**src/hdl/urisc_pkg.sv**
```systemverilog
/*
 * Constants and carrier types of the reset, interrupt and sleep control core.
 * Assumes a single 50 MHz clock, synchronous active-low reset, Avalon-MM slave.
 */
package urisc_pkg;
   // ==================================================
   // Register offsets (word index, byte address = 4 * index)
   localparam logic [3:0] OFS_IER = 4'h0;
   localparam logic [3:0] OFS_IIR = 4'h1;
   localparam logic [3:0] OFS_FCR = 4'h2;
   localparam logic [3:0] OFS_LCR = 4'h3;
   localparam logic [3:0] OFS_MCR = 4'h4;
   localparam logic [3:0] OFS_LSR = 4'h5;
   localparam logic [3:0] OFS_MSR = 4'h6;
   localparam logic [3:0] OFS_SPR = 4'h7;
   localparam logic [3:0] OFS_EFR = 4'h8;
   localparam logic [3:0] OFS_TCR = 4'h9;
   localparam logic [3:0] OFS_TLR = 4'ha;
   localparam logic [3:0] OFS_DIVL = 4'hb;
   localparam logic [3:0] OFS_DIVH = 4'hc;
   localparam logic [3:0] OFS_CHAR = 4'hd;
   localparam logic [3:0] OFS_PINE = 4'he;
   localparam logic [3:0] OFS_CTRL = 4'hf;
   // ==================================================
   // Reset values
   localparam logic [7:0] RST_LCR = 8'h1d;
   localparam logic [6:0] RST_TXLVL = 7'h40;
   localparam logic [7:0] RST_LSR = 8'h60;
   // ==================================================
   // Identification codes
   localparam logic [5:0] ID_NONE = 6'h01;
   localparam logic [5:0] ID_LINE = 6'h06;
   localparam logic [5:0] ID_TOUT = 6'h0c;
   localparam logic [5:0] ID_RXD = 6'h04;
   localparam logic [5:0] ID_THR = 6'h02;
   localparam logic [5:0] ID_MODEM = 6'h00;
   localparam logic [5:0] ID_PIN = 6'h30;
   localparam logic [5:0] ID_FLOW = 6'h10;
   localparam logic [5:0] ID_HS = 6'h20;
   // ==================================================
   // Field positions
   localparam int B_SLEEP = 4;
   localparam int B_FLOW = 5;
   localparam int B_HS = 7;
   localparam int B_ENH = 4;
   localparam int B_SRST = 3;
   localparam int TOUT_CHARS = 4;
   // Sleep state machine
   typedef enum logic [0:0] {URISC_AWAKE, URISC_ASLEEP} urisc_sleep_e;
   // Events from the serial datapath
   typedef struct packed {
      logic rx_ready;     // Receive data above trigger
      logic rx_err_any;   // Some fifo entry has an error
      logic [2:0] head_err; // Break, framing, parity of head
      logic rx_empty;
      logic tx_empty;     // Fifo and shifter empty
      logic thr_req;
      logic stop_centre;  // Pulse at stop-bit centre
      logic char_tick;    // Pulse once per character time
      logic flow_off;
      logic flow_on;
      logic special;
      logic rx_idle;
   } urisc_ev_s;
endpackage

```
**src/hdl/urisc_core.sv**
```systemverilog
/*
 * Reset, interrupt prioritisation and sleep control of a single UART.
 * Assumes datapath events arrive synchronous to clk as urisc_ev_s.
 */
// Chosen here: the Avalon-MM register port and the register addresses.
`timescale 1ns/10ps
module urisc_core #(
   parameter int PINS = 8
) (
   input wire logic clk,
   input wire logic rst_n,
   input wire logic [3:0] avs_address,
   input wire logic avs_read,
   input wire logic avs_write,
   input wire logic [31:0] avs_writedata,
   output logic [31:0] avs_readdata,
   output logic avs_waitrequest,
   input wire urisc_pkg::urisc_ev_s ev,
   input wire logic [3:0] modem_in,
   input wire logic rts_pin,
   input wire logic cts_pin,
   input wire logic [PINS-1:0] gpio_in,
   output logic [PINS-1:0] gpio_out,
   output logic [PINS-1:0] gpio_oe,
   output logic tx_line,
   output logic rts_n,
   output logic irq_out,
   output logic irq_oe,
   output logic uart_clk_en,
   output logic rx_ptr_clr,
   output logic tx_write
);
   // ==================================================
   // State
   logic [7:0] ier_q, ier_d, fcr_q, fcr_d, lcr_q, lcr_d, mcr_q, mcr_d;
   logic [7:0] efr_q, efr_d, tcr_q, tcr_d, tlr_q, tlr_d, spr_q, spr_d;
   logic [15:0] div_q, div_d;
   logic [31:0] chars_q, chars_d;
   logic [PINS-1:0] pine_q, pine_d, dir_q, dir_d, pinlast_q, pinlast_d;
   logic [3:0] mdelta_q, mdelta_d, mlast_q, mlast_d;
   logic pinirq_q, pinirq_d, hs_q, hs_d, rlast_q, rlast_d, clast_q, clast_d;
   logic fo_q, fo_d, sp_q, sp_d, srst_q, srst_d, ack_q, ack_d;
   logic [2:0] tcnt_q, tcnt_d;
   logic [5:0] iid;
   logic [7:0] line_status_reg;
   logic wr, rd, rst_all, any_pend, wake;
   logic tout_hit, quiet, pin_set, hs_set;
   logic [6:0] txlvl_q, txlvl_d;
   urisc_pkg::urisc_sleep_e sl_q, sl_d;

   // One wait cycle: read data is captured at the first edge, a write lands at
   // the edge that sees waitrequest low, so the master's view and ours agree
   assign wr = avs_write && ack_q;
   assign rd = avs_read && !ack_q;
   assign avs_waitrequest = (avs_read || avs_write) && !ack_q;
   // Pin reset, power-on and software reset share one path
   assign rst_all = !rst_n || srst_q;

   // ==================================================
   // Priority encoder of the eight sources
   function automatic logic [5:0] pick(input logic [7:0] e, input urisc_pkg::urisc_ev_s v,
         input logic to, input logic md, input logic pi, input logic fl, input logic hs);
      logic [5:0] r;
      r = urisc_pkg::ID_NONE;
      if (e[urisc_pkg::B_HS] && hs) r = urisc_pkg::ID_HS;
      if (e[urisc_pkg::B_FLOW] && fl) r = urisc_pkg::ID_FLOW;
      if (pi) r = urisc_pkg::ID_PIN;
      if (e[3] && md) r = urisc_pkg::ID_MODEM;
      if (e[1] && v.thr_req) r = urisc_pkg::ID_THR;
      if (e[0] && v.rx_ready) r = urisc_pkg::ID_RXD;
      if (e[0] && to) r = urisc_pkg::ID_TOUT;
      if (e[2] && v.rx_err_any) r = urisc_pkg::ID_LINE;
      return r;
   endfunction

   // Pin word: enables low byte, directions third byte, levels top byte
   function automatic logic [31:0] pin_word(input logic [PINS-1:0] en,
         input logic [PINS-1:0] dir, input logic [PINS-1:0] lvl);
      logic [31:0] r;
      r = 32'h0;
      r[PINS-1:0] = en;
      r[PINS+15:16] = dir;
      r[PINS+23:24] = lvl;
      return r;
   endfunction

   assign tout_hit = tcnt_q == 3'(urisc_pkg::TOUT_CHARS);
   assign iid = pick(ier_q, ev, tout_hit, |mdelta_q, pinirq_q, fo_q || sp_q, hs_q);
   // Transmit holding is the one source that may stand when sleep is entered
   assign quiet = pick(ier_q & 8'hfd, ev, tout_hit, |mdelta_q, pinirq_q, fo_q || sp_q, hs_q)
                  == urisc_pkg::ID_NONE;
   // Raw set terms, kept apart so a clear on read cannot swallow them
   assign pin_set = |((gpio_in ^ pinlast_q) & pine_q & ~dir_q);
   assign hs_set = (rts_pin && !rlast_q) || (cts_pin && !clast_q);
   // Enabled pending source pulls the line low; released otherwise
   assign any_pend = iid != urisc_pkg::ID_NONE;
   // Head errors only when fifo holds data
   assign line_status_reg = {ev.rx_err_any, ev.tx_empty, ev.tx_empty && ev.thr_req,
                 ev.rx_empty ? 3'h0 : ev.head_err, 1'b0, !ev.rx_empty};

   // ==================================================
   // Next-state for registers, events and sleep
   always_comb begin
      ier_d = ier_q; fcr_d = fcr_q; lcr_d = lcr_q; mcr_d = mcr_q;
      efr_d = efr_q; tcr_d = tcr_q; tlr_d = tlr_q; spr_d = spr_q;
      div_d = div_q; chars_d = chars_q; pine_d = pine_q; dir_d = dir_q;
      srst_d = 1'b0; // Self-clears once the sequence ran
      ack_d = (avs_read || avs_write) && !ack_q;
      mdelta_d = mdelta_q | (modem_in ^ mlast_q);
      mlast_d = modem_in;
      pinlast_d = gpio_in;
      // Pin-change works in sleep too, it never wakes
      pinirq_d = pinirq_q || pin_set;
      // Inactive-going edge of either handshake pin
      hs_d = hs_q || hs_set;
      rlast_d = rts_pin;
      clast_d = cts_pin;
      fo_d = fo_q;
      sp_d = sp_q || ev.special;
      if (ev.flow_on) fo_d = 1'b0;
      if (ev.flow_off) fo_d = 1'b1;
      tcnt_d = tcnt_q;
      // Restart at stop-bit centre and on line status read
      if (ev.rx_empty || ev.rx_ready || ev.stop_centre) tcnt_d = 3'h0;
      else if (ev.char_tick && tcnt_q != 3'(urisc_pkg::TOUT_CHARS)) tcnt_d = tcnt_q + 3'h1;
      // Free space drops per transmit write, refills once the fifo drains
      txlvl_d = txlvl_q;
      if (tx_write && txlvl_q != 7'h00) txlvl_d = txlvl_q - 7'h01;
      else if (ev.tx_empty) txlvl_d = urisc_pkg::RST_TXLVL;
      // Ident read clears the pin, handshake or special-character flag it reports; a new event still wins
      if (rd && avs_address == urisc_pkg::OFS_IIR) begin
         if (iid == urisc_pkg::ID_FLOW) sp_d = ev.special;
         if (iid == urisc_pkg::ID_HS) hs_d = hs_set;
         if (iid == urisc_pkg::ID_PIN) pinirq_d = pin_set;
      end
      if (rd && avs_address == urisc_pkg::OFS_MSR) mdelta_d = modem_in ^ mlast_q;
      if (rd && avs_address == urisc_pkg::OFS_LSR) tcnt_d = 3'h0;
      if (wr) begin
         case (avs_address)
            urisc_pkg::OFS_IER: ier_d = avs_writedata[7:0];
            urisc_pkg::OFS_FCR: fcr_d = avs_writedata[7:0];
            urisc_pkg::OFS_LCR: lcr_d = avs_writedata[7:0];
            urisc_pkg::OFS_MCR: mcr_d = avs_writedata[7:0];
            urisc_pkg::OFS_SPR: spr_d = avs_writedata[7:0];
            urisc_pkg::OFS_EFR: efr_d = avs_writedata[7:0];
            urisc_pkg::OFS_TCR: tcr_d = avs_writedata[7:0];
            urisc_pkg::OFS_TLR: tlr_d = avs_writedata[7:0];
            urisc_pkg::OFS_DIVL: div_d[7:0] = avs_writedata[7:0];
            urisc_pkg::OFS_DIVH: div_d[15:8] = avs_writedata[7:0];
            urisc_pkg::OFS_CHAR: chars_d = avs_writedata;
            urisc_pkg::OFS_PINE: begin
               pine_d = avs_writedata[PINS-1:0];
               dir_d = avs_writedata[PINS+15:16];
            end
            urisc_pkg::OFS_CTRL: srst_d = avs_writedata[urisc_pkg::B_SRST];
            default: ;
         endcase
      end
      // Wake on rx change, modem change or transmit write
      wake = !ev.rx_idle || (modem_in != mlast_q) || tx_write;
      sl_d = sl_q;
      case (sl_q)
         urisc_pkg::URISC_AWAKE:
            // Enable pair plus idle conditions
            if (efr_q[urisc_pkg::B_ENH] && ier_q[urisc_pkg::B_SLEEP] && ev.rx_idle
                && ev.tx_empty && ev.rx_empty && !wake
                && quiet)
               sl_d = urisc_pkg::URISC_ASLEEP;
         urisc_pkg::URISC_ASLEEP:
            // Losing either enable ends sleep as well
            if (wake || !ier_q[urisc_pkg::B_SLEEP] || !efr_q[urisc_pkg::B_ENH])
               sl_d = urisc_pkg::URISC_AWAKE;
         default: sl_d = urisc_pkg::URISC_AWAKE;
      endcase
   end

   // ==================================================
   // Registering; divisor, scratch and characters never reset
   always_ff @(posedge clk) begin
      spr_q <= spr_d;
      div_q <= div_d;
      chars_q <= chars_d;
      mlast_q <= mlast_d;
      pinlast_q <= pinlast_d;
      rlast_q <= rlast_d;
      clast_q <= clast_d;
      if (rst_all) begin
         // Control registers cleared, line control loaded
         ier_q <= 8'h00; fcr_q <= 8'h00; mcr_q <= 8'h00; efr_q <= 8'h00;
         tcr_q <= 8'h00; tlr_q <= 8'h00; lcr_q <= urisc_pkg::RST_LCR;
         pine_q <= '0; dir_q <= '0;
         mdelta_q <= 4'h0;
         pinirq_q <= 1'b0; hs_q <= 1'b0; fo_q <= 1'b0; sp_q <= 1'b0;
         tcnt_q <= 3'h0; sl_q <= urisc_pkg::URISC_AWAKE;
         txlvl_q <= urisc_pkg::RST_TXLVL;
         srst_q <= 1'b0; ack_q <= 1'b0;
      end else begin
         ier_q <= ier_d; fcr_q <= fcr_d; lcr_q <= lcr_d; mcr_q <= mcr_d;
         efr_q <= efr_d; tcr_q <= tcr_d; tlr_q <= tlr_d;
         pine_q <= pine_d; dir_q <= dir_d; mdelta_q <= mdelta_d;
         pinirq_q <= pinirq_d; hs_q <= hs_d; fo_q <= fo_d; sp_q <= sp_d;
         tcnt_q <= tcnt_d; sl_q <= sl_d; srst_q <= srst_d; ack_q <= ack_d;
         txlvl_q <= txlvl_d;
      end
   end

   // ==================================================
   // Read mux, registered so data stands with waitrequest low
   always_ff @(posedge clk) begin
      if (!rst_n) begin
         avs_readdata <= 32'h0;
      end else if (rd) begin
         case (avs_address)
            urisc_pkg::OFS_IER: avs_readdata <= {24'h0, ier_q};
            urisc_pkg::OFS_IIR: avs_readdata <= {26'h0, iid};
            urisc_pkg::OFS_FCR: avs_readdata <= {24'h0, fcr_q};
            urisc_pkg::OFS_LCR: avs_readdata <= {24'h0, lcr_q};
            urisc_pkg::OFS_MCR: avs_readdata <= {24'h0, mcr_q};
            urisc_pkg::OFS_LSR: avs_readdata <= {24'h0, line_status_reg};
            urisc_pkg::OFS_MSR: avs_readdata <= {24'h0, modem_in, mdelta_q};
            urisc_pkg::OFS_SPR: avs_readdata <= {24'h0, spr_q};
            urisc_pkg::OFS_EFR: avs_readdata <= {24'h0, efr_q};
            urisc_pkg::OFS_TCR: avs_readdata <= {24'h0, tcr_q};
            urisc_pkg::OFS_TLR: avs_readdata <= {24'h0, tlr_q};
            urisc_pkg::OFS_DIVL: avs_readdata <= {24'h0, div_q[7:0]};
            urisc_pkg::OFS_DIVH: avs_readdata <= {24'h0, div_q[15:8]};
            urisc_pkg::OFS_CHAR: avs_readdata <= chars_q;
            // Pin states stay readable while asleep
            urisc_pkg::OFS_PINE: avs_readdata <= pin_word(pine_q, dir_q, gpio_in);
            // Free space, soft reset bit and sleep flag
            urisc_pkg::OFS_CTRL: avs_readdata <= {17'h0, txlvl_q, 4'h0, srst_q, 2'h0,
                                                  sl_q == urisc_pkg::URISC_ASLEEP};
            default: avs_readdata <= 32'h0;
         endcase
      end
   end

   // ==================================================
   // Pins: idle-high tx and rts, inputs after reset
   assign tx_line = 1'b1;
   assign rts_n = !mcr_q[1];
   assign gpio_out = '0;
   assign gpio_oe = dir_q;
   // Open drain: drive low only; with IER clear only a pin change pulls the line low
   assign irq_out = 1'b0;
   assign irq_oe = any_pend;
   // Clock gated in sleep
   assign uart_clk_en = sl_q == urisc_pkg::URISC_AWAKE;
   assign rx_ptr_clr = rst_all;
   assign tx_write = wr && avs_address == urisc_pkg::OFS_CHAR;
endmodule

```
**config.mk**
```make
export PLATFORM = sky130hd
export DESIGN_NAME = urisc_core
export DESIGN_NICKNAME = d
export VERILOG_FILES = /design/src/hdl/urisc_pkg.sv /design/src/hdl/urisc_core.sv
export SDC_FILE = /design/constraint.sdc
export NUM_CORES = 1
export LEC_CHECK = 0
export ABC_CLOCK_PERIOD_IN_PS = 4750
export BUFFER_PORTS_ARGS = -buffer_cell sky130_fd_sc_hd__buf_4
export CAP_MARGIN = 5
export CORE_MARGIN = 5
export CORE_UTILIZATION = 45
export DETAILED_ROUTE_END_ITERATION = 12
export GPL_TIMING_DRIVEN = 0
export MAX_ROUTING_LAYER = met4
export PLACE_DENSITY_LB_ADDON = 0.08
export SLEW_MARGIN = 40
export SYNTH_ARGS = -nofsm -noshare
export SYNTH_HDL_FRONTEND = slang
export SYNTH_SLANG_ARGS = --single-unit
export TNS_END_PERCENT = 30
```
**constraint.sdc**
```tcl
create_clock -name clk -period 4.75 [get_ports clk]
set_input_delay 0 -clock clk [delete_from_list [all_inputs] [get_ports clk]]
set_output_delay 0 -clock clk [all_outputs]
set_load 0.02 [all_outputs]
```
==> run_results.csv <==
group,metric,value,unit
floorplanning,die_area,21620,um^2
cts,clockBufferDepth,2,
sta,period_minus_slack,2958,ps
flow_run,maxCapViolCount,0,
logic_synthesis,synthMuxAreaShare,0.05138,
final_layout,fin_util,0.5881,
pwr,power.total,3.641,mW
final_layout,drive_gt1_frac,0.1998,
sta,skew,19.22,ps
sta,slew-limit-headroom,0.4191,
floorplanning,die_w,147.0,um
logic_synthesis,ys_types,67,
floorplanning,die_y,147.0,um
grt,grt_pass1_wl,45.01,mm
sta,hold_slack,26.90,ps
logic_synthesis,synth.avg_cell_area,9.965,um^2
cts,insertion_delay,450,ps
drt,drt-total-wl,30.58,mm
drt,postRouteAntennaNets,0,
logic_synthesis,synth_cells,848,
placed_design,io_buffer_count,112,
cts,postCtsResizedCells,0,
cts,ctsHtreeMaxLevel,4,
grt,grt_use_total,0.2868,
grt,grt-busiest-layer,"met2",
logic_synthesis,yosysSeqAreaShare,0.5283,
grt,grt_max_degree,23,
worst_setup_path,worst-setup-path-type,"flip-flop to flip-flop",
pwr,p_int,2.616,mW
grt,met1_usage,0.3948,
final_layout,mostFrequentLayoutCells,"139 x dfxtp_1, 132 x buf_4, 106 x nand2_1",
drt,post_drt_wl_per_cell,23.49,um
worst_setup_path,endpoint_kind,"flip-flop",
pwr,switchingPower,1.026,mW
sta,fin_crit_sh,0.6227,
sta,worstMarginPinSlew,864.9,ps
final_layout,largestRegisters,"avs_readdata x32, chars_q x32, div_q x16",
grt,antenna_found_initial,0,
floorplanning,start_util,0.4548,
sta,fmax,338.1,MHz
logic_synthesis,synth_area,8451,um^2
grt,grt_pass1_vias,7187,
drt,dr_total_vias,7564,
placed_design,dp_hpwl,22.05,mm
grt,overflow,0,
final_layout,final_area,10930,um^2
logic_synthesis,yosys.area_share.simple,0.1849,
pwr,swShare,0.2817,
cts,clock_sinks,195,
placed_design,gp_congestion,0.9726,
sta,setup_viol,0,
logic_synthesis,ys_warn_count,0,
grt,met3_usage,0.06138,
pwr,ir_worst_vdd,0.2491,mV
drt,dr.pass1.iters,8,
pwr,combinationalPowerShare,0.105,
logic_synthesis,async_reset_ff_frac,0,
drt,drc,0,
worst_setup_path,worstPathRequired,5140,ps
placed_design,postPlaceCellArea,9669,um^2
worst_setup_path,critPathLaunchType,"flip-flop",
cts,cts_tree,"done",
floorplanning,coreArea,18580,um^2
hold_path,hp-class,"input port to flip-flop",
sta,final.setup.tns,0,ps
final_layout,syn2layout_area_growth,29.32,%
worst_setup_path,cp.arrival,3350,ps
grt,use_met2,0.4183,
pwr,cellLeakagePower,4.061,nW
sta,final-max-slew-violation-count,0,
floorplanning,rows,50,
drt,first_iter_violations,761,
sta,hold_viol,0,
pwr,p_clk_frac,0.415,
cts,numCtsBuffers,17,
worst_setup_path,critical_path.max_fanout,9,
pwr,seq_power_share,0.480,
final_layout,layout_commonest_cell,"dfxtp_1",
logic_synthesis,synthXorXnorAreaFrac,0.01347,
pwr,p_per_area,333.2,nW/um^2
logic_synthesis,synthAdderAreaFrac,0.005922,
cts,post_cts_buffers,0,
drt,via_per_inst,5.810,
logic_synthesis,synth_top_family_by_area,"simple AND/OR/NAND/NOR gates",
logic_synthesis,synth_compound_area_frac,0.1645,
logic_synthesis,synth_seq_cells,195,
sta,rsz0062_at_grt,"false",
cts,clkSlewWorstSetupHoldPaths,80,ps
cts,cts_root_buffer,"clkbuf_16",
status,status,"finished, final reports clean",
logic_synthesis,synth_top_flop_cell,"dfxtp_1",
floorplanning,io_pins,124,
logic_synthesis,synth_edf_count,56,
final_layout,nets,1125,
[layout make-up]
cell class	instances	area (um^2)
diodes	2	5.005
fillers	1626	7652
multi-input cells	577	3608
well taps	234	292.8
inverters	13	48.80
flip-flops and latches	195	4464
plain buffers	71	379.1
clock buffers	17	425.4
repair buffers	178	1506
clock inverters	15	197.7
[worst max-delay path, cell delays in order, from the launching register on]
cell	delay, ps
dfxtp_1	330
nor2b_1	100
clkbuf_1	560
inv_1	180
nor4_1	260
dlygate4sd3_1	600
o31ai_1	150
a21oi_1	160
dlygate4sd3_1	550
[cells by family after synthesis]
kind of cell	after synthesis
adders and majority gates	4
and+or+nand+nor	298
muxes	42
buffers and inverters	84
other	2
xor gates and xnor gates	13
AOI/OAI and AO/OA	210
DFF	195
[power by group through the flow]
stage	clock [mW]	sequential [mW]	combinational (mW)
2_1_floorplan	0	1.79	0.168
3_3_place_gp	0	1.79	0.335
3_5_place_dp	0	1.79	0.335
4_1_cts	1.52	1.75	0.376
5_1_grt	1.59	1.75	0.404
6_report	1.51	1.75	0.384
[synth_stat cells (13+ instances only)]
cell type | count | area, um^2
nor2_1 | 46 | 172.7
mux2i_1 | 31 | 310.3
o21ai_0 | 36 | 180.2
buf_4 | 20 | 150.1
inv_1 | 13 | 48.80
nor2b_1 | 44 | 275.3
nand2_1 | 106 | 397.9
a222oi_1 | 23 | 230.2
dfxtp_1 | 139 | 2783
xnor2_1 | 13 | 113.9
nand3_1 | 19 | 95.09
edfxtp_1 | 56 | 1682
clkbuf_1 | 34 | 127.6
a21oi_1 | 71 | 355.3
[final timing paths]
check | from | endpoint | slack [ps] | depth (start not counted)
worst max-delay path | srst_q | tcnt_q[1] | 1790 | 8
worst min-delay path | avs_address[2] | srst_q | 30 | 3
worst max register to register | srst_q | tcnt_q[1] | 1790 | 8
worst min register to register | lcr_q[5] | lcr_q[5] | 460 | 2
[metal layers]
layer	wire, um	vias up
li1	-	3499
met1	13550	3636
met2	13530	371
met3	2497	58
met4	1005	0
met5	0	-
[through the flow]
step,instances,setup WS (ps)
3_3_place_gp,1202,1014
3_5_place_dp,1205,2367
5_1_grt,1300,1729
2_1_floorplan,856,2046
6_report,1302,1792
4_1_cts,1300,1919
[repair_timing]
| item | in CTS | in global routing |
|---|---|---|
| hold endpoints to repair | 107 | 0 |
| setup endpoints to repair | 0 | 0 |
| hold buffers | 63 | 0 |
Note: power is estimated with default switching activity, not from simulation.
